$ cat src/rtl/psp_pkg.sv
/*
  constants shared by the pwm duty stepper positioner: widths, counts,
  coil patterns and state encodings.
  assumes a single 40 MHz system clock and an active-low async reset.
*/
package psp_pkg;

  localparam int unsigned CNT_W      = 24;             // edge capture counter width
  localparam int unsigned POS_W      = 7;              // position 0..100
  localparam int unsigned PCT_W      = 7;              // width of the factor 100
  localparam int unsigned NUM_W      = CNT_W + PCT_W;  // width of high time * 100
  localparam int unsigned HOLD_W     = 16;             // hold time input width
  localparam int unsigned IDX_W      = 2;              // coil sequence index width

  localparam logic [PCT_W-1:0]  PCT_SCALE   = 7'h64;   // 100 percent
  localparam logic [POS_W-1:0]  POS_MAX     = 7'h64;   // highest legal position
  localparam logic [POS_W-1:0]  HOME_STEPS  = 7'h64;   // backward steps after reset
  localparam logic [POS_W-1:0]  START_POS   = 7'h00;   // position at the stop
  localparam logic [CNT_W-1:0]  CNT_ZERO    = 24'h000000;
  localparam logic [CNT_W-1:0]  CNT_MAX     = 24'hFFFFFF;
  localparam logic [HOLD_W-1:0] HOLD_MIN    = 16'h0001;
  localparam logic [IDX_W-1:0]  IDX_RESET   = 2'h0;

  // coil patterns along the forward walk; backward walks the index down
  localparam logic [3:0] COIL_PAT0 = 4'hA;
  localparam logic [3:0] COIL_PAT1 = 4'h9;
  localparam logic [3:0] COIL_PAT2 = 4'h5;
  localparam logic [3:0] COIL_PAT3 = 4'h6;

  // coil port bit positions
  localparam int unsigned BIT_A_POS = 0;
  localparam int unsigned BIT_A_NEG = 1;
  localparam int unsigned BIT_B_POS = 2;
  localparam int unsigned BIT_B_NEG = 3;

  // measurement states, gray along the usual path
  typedef enum logic [1:0] {
    PSP_M_FIRST  = 2'b00,
    PSP_M_SECOND = 2'b01,
    PSP_M_FALL   = 2'b11,
    PSP_M_DIVIDE = 2'b10
  } psp_meas_e;

  // motor states
  typedef enum logic [1:0] {
    PSP_S_HOME = 2'b00,
    PSP_S_IDLE = 2'b01,
    PSP_S_FWD  = 2'b11,
    PSP_S_BWD  = 2'b10
  } psp_motor_e;

endpackage

$ cat src/rtl/psp_divider.sv
/*
  iterative restoring divider, one quotient bit per clock.
  assumes the caller never starts it with a zero divisor.
*/
module psp_divider #(
  parameter int unsigned DW = 31,
  parameter int unsigned VW = 24
) (
  // clock and reset
  input  wire logic          clk_sys,
  input  wire logic          rst_n,
  // request
  input  wire logic          start,
  input  wire logic [DW-1:0] dividend,
  input  wire logic [VW-1:0] divisor,
  // answer
  output logic               busy,
  output logic               done,
  output logic      [DW-1:0] quotient
);

  localparam logic [5:0] BITS = 6'(DW);

  logic [VW:0]  rem;
  logic [5:0]   left;
  logic [VW:0]  shifted;

  // remainder shifted left by one with the next dividend bit
  always_comb begin
    shifted = {rem[VW-1:0], quotient[DW-1]};
  end

  // one restoring step per clock
  always_ff @(posedge clk_sys or negedge rst_n) begin
    if (!rst_n) begin
      rem      <= '0;
      quotient <= '0;
      left     <= '0;
      busy     <= 1'b0;
      done     <= 1'b0;
    end else begin
      done <= 1'b0;
      if (start) begin
        rem      <= '0;
        quotient <= dividend;
        left     <= BITS;
        busy     <= 1'b1;
      end else if (busy) begin
        if (shifted >= {1'b0, divisor}) begin
          rem      <= shifted - {1'b0, divisor};
          quotient <= {quotient[DW-2:0], 1'b1};
        end else begin
          rem      <= shifted;
          quotient <= {quotient[DW-2:0], 1'b0};
        end
        left <= left - 6'h01;
        if (left == 6'h01) begin
          busy <= 1'b0;
          done <= 1'b1;
        end
      end
    end
  end

endmodule

$ cat src/rtl/psp_positioner.sv
/*
  pwm duty stepper positioner: measures period and high time of the pwm
  on capture_pin, turns the duty into a position 0..100 and steps a
  bipolar stepper toward it through four directly driven coil outputs.
  assumes capture_pin is asynchronous; step_hold is quasi-static.
*/
module psp_positioner
  import psp_pkg::*;
(
  // clock and reset
  input  wire logic                        clk_sys,
  input  wire logic                        rst_n,
  // pwm input pin
  input  wire logic                        capture_pin,
  // settle time between coil pattern changes, in clock cycles
  input  wire logic [psp_pkg::HOLD_W-1:0]  step_hold,
  // coil terminals, port bits 0 to 3
  output logic                             winding_a_pos,
  output logic                             winding_a_neg,
  output logic                             winding_b_pos,
  output logic                             winding_b_neg,
  // status
  output logic [psp_pkg::POS_W-1:0]        current_position,
  output logic [psp_pkg::POS_W-1:0]        required_position,
  output logic [psp_pkg::CNT_W-1:0]        period_value,
  output logic [psp_pkg::CNT_W-1:0]        high_value,
  output logic                             homing_done,
  output logic                             duty_valid
);
  import psp_pkg::*;

  psp_meas_e          meas_state;
  psp_motor_e         motor_state;
  logic               cap_meta;
  logic               cap_sync;
  logic               cap_prev;
  logic [2:0]         cap_arm;
  logic               edge_rise;
  logic               edge_fall;
  logic [CNT_W-1:0]   edge_cnt;
  logic               cnt_full;
  logic               div_start;
  logic               div_busy;
  logic               div_done;
  logic [NUM_W-1:0]   div_quot;
  logic [NUM_W-1:0]   div_num;
  logic [HOLD_W-1:0]  hold_cnt;
  logic               hold_over;
  logic [POS_W-1:0]   home_left;
  logic [IDX_W-1:0]   coil_idx;
  logic [3:0]         coil_port;
  logic [3:0]         next_pattern;
  logic               step_fwd;
  logic               step_bwd;

  // two-stage synchroniser, then an edge detector on the second stage
  always_ff @(posedge clk_sys or negedge rst_n) begin
    if (!rst_n) begin
      cap_meta <= 1'b0;
      cap_sync <= 1'b0;
      cap_prev <= 1'b0;
      cap_arm  <= 3'h0;
    end else begin
      cap_meta <= capture_pin;
      cap_sync <= cap_meta;
      cap_prev <= cap_sync;
      cap_arm  <= {cap_arm[1:0], 1'b1};  // fills once three clocks have passed
    end
  end

  // both edges of the one capture input feed the measurement
  // edges count only once both stages hold real pin samples, so a pin
  // already high at reset release is not taken for a rising edge
  assign edge_rise = cap_sync & ~cap_prev & cap_arm[2];
  assign edge_fall = ~cap_sync & cap_prev & cap_arm[2];
  assign cnt_full  = (edge_cnt == CNT_MAX);

  // free capture counter, cleared at points one and two, saturating
  always_ff @(posedge clk_sys or negedge rst_n) begin
    if (!rst_n) begin
      edge_cnt <= CNT_ZERO;
    end else if (edge_rise && meas_state != PSP_M_FALL) begin
      edge_cnt <= CNT_ZERO;
    end else if (!cnt_full) begin
      edge_cnt <= edge_cnt + 24'h000001;
    end
  end

  // high time times 100 as dividend
  assign div_num = NUM_W'(high_value) * NUM_W'(PCT_SCALE);

  // measurement sequence: rising, rising, falling, divide
  always_ff @(posedge clk_sys or negedge rst_n) begin
    if (!rst_n) begin
      meas_state   <= PSP_M_FIRST;
      period_value <= CNT_ZERO;
      high_value   <= CNT_ZERO;
      div_start    <= 1'b0;
    end else begin
      div_start <= 1'b0;
      case (meas_state)
        PSP_M_FIRST: begin
          if (edge_rise) begin
            meas_state <= PSP_M_SECOND;
          end
        end
        PSP_M_SECOND: begin
          if (edge_rise) begin
            period_value <= edge_cnt;
            meas_state   <= PSP_M_FALL;
          end else if (cnt_full) begin
            meas_state <= PSP_M_FIRST;  // input stuck, restart
          end
        end
        PSP_M_FALL: begin
          if (edge_fall) begin
            high_value <= edge_cnt;
            if (period_value != CNT_ZERO) begin
              div_start  <= 1'b1;
              meas_state <= PSP_M_DIVIDE;
            end else begin
              meas_state <= PSP_M_FIRST;
            end
          end else if (cnt_full) begin
            meas_state <= PSP_M_FIRST;
          end
        end
        PSP_M_DIVIDE: begin
          if (div_done) begin
            meas_state <= PSP_M_FIRST;
          end
        end
        default: begin
          meas_state <= PSP_M_FIRST;
        end
      endcase
    end
  end

  psp_divider #(
    .DW (NUM_W),
    .VW (CNT_W)
  ) u_divider (
    .clk_sys  (clk_sys),
    .rst_n    (rst_n),
    .start    (div_start),
    .dividend (div_num),
    .divisor  (period_value),
    .busy     (div_busy),
    .done     (div_done),
    .quotient (div_quot)
  );

  // accept a fresh duty only inside 0..100, otherwise keep the old target
  always_ff @(posedge clk_sys or negedge rst_n) begin
    if (!rst_n) begin
      required_position <= START_POS;
      duty_valid        <= 1'b0;
    end else if (div_done && !div_busy) begin
      if (div_quot <= NUM_W'(POS_MAX)) begin
        required_position <= div_quot[POS_W-1:0];
        duty_valid        <= 1'b1;
      end
    end
  end

  // hold timer: a step may only be taken once it has run out
  assign hold_over = (hold_cnt == '0);

  always_ff @(posedge clk_sys or negedge rst_n) begin
    if (!rst_n) begin
      hold_cnt <= '0;
    end else if (step_fwd || step_bwd) begin
      hold_cnt <= (step_hold < HOLD_MIN) ? '0 : step_hold - HOLD_MIN;
    end else if (!hold_over) begin
      hold_cnt <= hold_cnt - HOLD_MIN;
    end
  end

  // direction decision, one step per hold period
  always_comb begin
    step_fwd = 1'b0;
    step_bwd = 1'b0;
    case (motor_state)
      PSP_S_HOME: begin
        step_bwd = hold_over && (home_left != START_POS);
      end
      PSP_S_FWD: begin
        step_fwd = hold_over;
      end
      PSP_S_BWD: begin
        step_bwd = hold_over;
      end
      default: begin
        step_fwd = 1'b0;
        step_bwd = 1'b0;
      end
    endcase
  end

  // motor state: homing after reset, then track the target
  always_ff @(posedge clk_sys or negedge rst_n) begin
    if (!rst_n) begin
      motor_state      <= PSP_S_HOME;
      home_left        <= HOME_STEPS;
      current_position <= START_POS;
      homing_done      <= 1'b0;
    end else begin
      case (motor_state)
        PSP_S_HOME: begin
          if (step_bwd) begin
            home_left <= home_left - 7'h01;
          end else if (home_left == START_POS && hold_over) begin
            current_position <= START_POS;
            homing_done      <= 1'b1;
            motor_state      <= PSP_S_IDLE;
          end
        end
        PSP_S_IDLE, PSP_S_FWD, PSP_S_BWD: begin
          if (step_fwd) begin
            current_position <= current_position + 7'h01;
          end else if (step_bwd) begin
            current_position <= current_position - 7'h01;
          end
          if (required_position > current_position) begin
            motor_state <= PSP_S_FWD;
          end else if (required_position < current_position) begin
            motor_state <= PSP_S_BWD;
          end else begin
            motor_state <= PSP_S_IDLE;
          end
          // re-decide after each step so no step overshoots
          if (step_fwd || step_bwd) begin
            motor_state <= PSP_S_IDLE;
          end
        end
        default: begin
          motor_state <= PSP_S_HOME;
        end
      endcase
    end
  end

  // coil sequence index: up is forward, down is backward
  always_ff @(posedge clk_sys or negedge rst_n) begin
    if (!rst_n) begin
      coil_idx <= IDX_RESET;
    end else if (step_fwd) begin
      coil_idx <= coil_idx + 2'h1;
    end else if (step_bwd) begin
      coil_idx <= coil_idx - 2'h1;
    end
  end

  // pattern lookup; coils A and B alternate from one entry to the next
  always_comb begin
    case (coil_idx)
      2'h0:    next_pattern = COIL_PAT0;
      2'h1:    next_pattern = COIL_PAT1;
      2'h2:    next_pattern = COIL_PAT2;
      2'h3:    next_pattern = COIL_PAT3;
      default: next_pattern = COIL_PAT0;
    endcase
  end

  // registered coil port
  always_ff @(posedge clk_sys or negedge rst_n) begin
    if (!rst_n) begin
      coil_port <= COIL_PAT0;
    end else begin
      coil_port <= next_pattern;
    end
  end

  // port bits to terminals
  assign winding_a_pos = coil_port[BIT_A_POS];
  assign winding_a_neg = coil_port[BIT_A_NEG];
  assign winding_b_pos = coil_port[BIT_B_POS];
  assign winding_b_neg = coil_port[BIT_B_NEG];

  // positions 0..100 cover the full range
endmodule

$ cat config.mk
export PLATFORM = sky130hd
export DESIGN_NAME = psp_positioner
export DESIGN_NICKNAME = d
export VERILOG_FILES = /design/src/rtl/psp_pkg.sv /design/src/rtl/psp_divider.sv /design/src/rtl/psp_positioner.sv
export SDC_FILE = /design/constraint.sdc
export NUM_CORES = 1
export LEC_CHECK = 0
export BUFFER_PORTS_ARGS = -buffer_cell sky130_fd_sc_hd__buf_4
export CORE_UTILIZATION = 56
export CTS_CLUSTER_DIAMETER = 150
export DETAILED_ROUTE_END_ITERATION = 10
export HOLD_SLACK_MARGIN = 0.08
export PLACE_DENSITY_LB_ADDON = 0.1
export SLEW_MARGIN = 25
export SYNTH_ARGS = -nofsm -noshare
export SYNTH_HDL_FRONTEND = slang
export SYNTH_HIERARCHICAL = 1
export SYNTH_SLANG_ARGS = --single-unit
$ cat constraint.sdc
create_clock -name clk_sys -period 3.7 [get_ports clk_sys]
set_input_delay 1.11 -clock clk_sys [delete_from_list [all_inputs] [get_ports clk_sys]]
set_output_delay 1.11 -clock clk_sys [all_outputs]
set_load 0.01 [all_outputs]
==> results.md <==
- Via/cell ratio: 5.68
- Die width: 154 um
- HP Class: flip-flop to flip-flop
- Worst-path maximum fanout: 4
- CTS buffer count: 17
- Final Critical Period: 3.66 ns
- Ys Warns: 6
- Worst-Margin Slew: 0.891 ns
- Area grow syn2layout: 16.1%
- Post-DP HPWL: 22.5 mm
- Final GP Congestion: 0.893
- Yosys reg bits: 191
- Largest family of logic cells by synthesized area: adder cells
- FF+latch area: 4790 um^2
- Setup Skew: 0.0171 ns
- Drt initial violations: 682
- Rows: 55
- WHS Endpoint: cap_arm[1]
- Number of stages on the worst setup path: 15
- Final wirelength: 30.1 mm
- Critical path data required time: 4.07 ns
- Fmax achieved: 274 MHz
- Final setup violation count: 0
- H-tree levels: 4
- Critical path's slowest cell: or4_4
- Worst r2r src: high_value[9]
- Post-synth EDFFs: 0
- CP peak stage delay: 0.51 ns
- Number of global-route vias before repair: 10,041
- Cell with the most instances after synthesis: dfrtp_1
- Gr usage total: 26.3%
- CTS sink cnt: 191
- Post-synth top area share: 35.7%
- Crit end category: flip-flop
- Initial Util: 57.3%
- DP Area: 14,300 um^2
- Post-route ant nets: 0
- Leakage power: 7.21 nW
- Ant. Diodes: 0
- Max Buffers Root-to-Sink: 2
- Peak supply drop: 0.355 mV
- Slew Limit Fails: 0
- Tcrit/Tclk final: 98.8%
- Setup_tns: 0 ns
- Pre-CTS setup slack: -0.0604 ns
- Die height: 154 um
- Hold Path Depth: 0
- Pre-Repair DR Iteration Count: 5
- Post-Synthesis Cells: 1,410
- Root buffer cell: clkbuf_16
- Largest net degree at the start of global routing: 74
- Complex-gate fraction of the synthesized area: 14.5%
- Post-Layout Cell Count: 1,833
- Status: completed
- Synth top cells by count: 186 x dfrtp_1, 156 x inv_1, 124 x ha_1
- Nets: 1,699
- Final Cell Area: 15,100 um^2
- Buf/Inv on CP: 2
- Seq/Total Area, Yosys: 36.8%
- Final core utilization: 66.6%
- Via count: 10,404
- Final count of hold timing violations: 0
- Reg2reg end: u_divider/quotient[30]
- Hold Crit Start: cap_arm[0]
- Filler cells: 1,879
- Area of the mapped netlist: 13,000 um^2
- Reg2Reg Depth: 15
- Leading post-synthesis cells by cell area: dfrtp_1 36%, ha_1 12%, inv_1 4.5%
- CTS Hold Bufs: 0
- Max cap viols: 0
- Drt wl/cell: 16.4 um
- Relative slew margins: 40.6%
- Prevailing post-synth register cell: dfrtp_1
- Placed cell count: 1,791
- R2R setup slack: 0.04 ns
- RSZ-0062 raised after global routing: yes
- Post-synthesis mux area share: 6.70%
- CP startpoint kind: flip-flop
- Simple-gate share of the synthesized area: 15.0%
- Power Density: 600 nW/um^2
- Die ar.: 23,900 um^2
- Crit path max-delay family: adder cells
- # IOs: 87
- Clock Latency Late Sink: 0.45 ns
- Crit-path cells: ha_4 > ha_1 > inv_1 > fa_1 > inv_2 > ha_4 > a21o_1 > or4_4 > a211o_1 > o211ai_1 > nand2_1 > a221oi_2 > xnor2_1 > nand2_1 > o21ai_1
- Async set-reset flop share out of synthesis: 100%
- Number of port buffers: 86
- Adder-cell share of the synthesized area: 15.1%
- Post-synth top area cell: dfrtp_1
- Synth unique cells: 78
- DRC errors left: 0
- First-pass GRT wire length: 50.4 mm
- Gr ovfl total: 0
- Initial antenna violation count: 0
- Final worst slack: 0.0446 ns
- XOR/XNOR Fraction of Synth Area: 5.65%
- Critical path data arrival time: 4.02 ns
- CTS tree: done
- Critical path type: flip-flop to flip-flop
- Syn avg cell area: 9.23 um^2
- Area of the multi-input gates: 7590 um^2
- Clk slew on worst S/H paths: 0.08 ns
- Layout cells sized above 1: 18.4%
- Core ar.: 22,700 um^2
## stage by stage
stage | hold slack [ns] | power (mW)
global route | 0.361 | 9.77
CTS | 0.353 | 9.09
global placement | 0.333 | 7.07
finish | 0.349 | 9.08
detailed placement | 0.338 | 7.18
floorplan | 0.331 | 6.14
## timing repair
item                                    4_1_cts  5_1_grt
resized for setup                            23       17
endpoints found under the setup margin       10       13
cloned                                        0        0
endpoints found under the hold margin         0        0
pin swaps                                    20       12
buffers inserted                              7        4
## metal layers
| metal | vias up | routed length [um] | global-route usage, % |
|---|---|---|---|
| met5 | - | 0 | 0 |
| met4 | 0 | 521 | 7.40 |
| met3 | 31 | 987 | 3.47 |
| met2 | 188 | 14000 | 42.6 |
| met1 | 5012 | 14600 | 37.1 |
| li1 | 5173 | - | - |
## flip-flops by register name, indices dropped and copies added, names as in the netlist, 3 cells and up
signal	cells
current_position	7
hold_cnt	16
u_divider/left	6
coil_port	4
required_position	7
period_value	24
u_divider/quotient	31
edge_cnt	24
home_left	7
cap_arm	3
u_divider/rem	24
high_value	24
## worst max-delay path by stage
stage	start	endpoint	slack, ns
after global placement	high_value[11]	u_divider/quotient[28]	0.008
after global routing	high_value[9]	u_divider/quotient[30]	-0.15
final	high_value[9]	u_divider/quotient[30]	0.04
after floorplan	high_value[12]	u_divider/quotient[28]	0.007
after detailed placement	high_value[11]	u_divider/quotient[28]	-0.06
after CTS	high_value[9]	u_divider/quotient[30]	0.0008
## report_power, final
part	internal (mW)	switching (mW)
combinational	1.87	2.16
clock	0.927	0.967
sequential	2.58	0.568
total	5.38	3.70
## cell usage in the layout (no fill, tap or decap), types with 8 or more instances in the layout
master / netlist / routed
dfrtp_1: 186 / 183
xor2_1: 30 / 30
xnor2_1: 54 / 54
inv_1: 156 / 150
fa_1: 21 / 21
a21o_1: 20 / 20
and3_1: 8 / 8
a21oi_1: 64 / 63
nor2b_1: 10 / 10
nor4_1: 26 / 26
a311oi_1: 8 / 8
nand2b_1: 15 / 15
nor3_1: 29 / 29
ha_1: 124 / 111
o211ai_1: 9 / 9
buf_4: 4 / 148
mux2i_1: 41 / 41
nor2_1: 110 / 107
nand3_1: 24 / 24
o22ai_1: 11 / 11
nand4_1: 9 / 9
a211oi_1: 20 / 20
o21ai_1: 4 / 9
o21ai_0: 105 / 99
nand2_1: 120 / 119
mux2_2: 39 / 39
clkbuf_16: 0 / 17
or3_1: 10 / 10
## kinds of logic (layout without fill, tap and decap cells)
logic type,Yosys count,count (layout)
other,2,3
flip-flops,191,191
AND/OR/NAND/NOR,401,401
AO/OA/AOI/OAI,302,302
multiplexers,82,82
XOR/XNOR,84,84
buffers and inverters,203,340
adder cells (fa/ha/maj),145,145
## worst register-to-register path, cell delays in order, from the launching register on
cell and delay, ns:
dfrtp_2 0.47, ha_4 0.23, ha_1 0.27, inv_1 0.05, fa_1 0.49, inv_2 0.05, ha_4 0.21, a21o_1 0.18
or4_4 0.51, a211o_1 0.27, o211ai_1 0.18, nand2_1 0.15, a221oi_2 0.25, xnor2_1 0.15, nand2_1 0.07, o21ai_1 0.08
## area by class of cell
class / instances / area share (%)
clock buffers: 17 / 2.81
clock inverters: 15 / 1.23
inverters: 156 / 3.87
multi-input cells: 1017 / 50.2
flip-flops and latches: 191 / 31.7
well taps: 285 / 2.36
repair buffers: 152 / 7.78
Note: power is estimated with default switching activity, not from simulation.
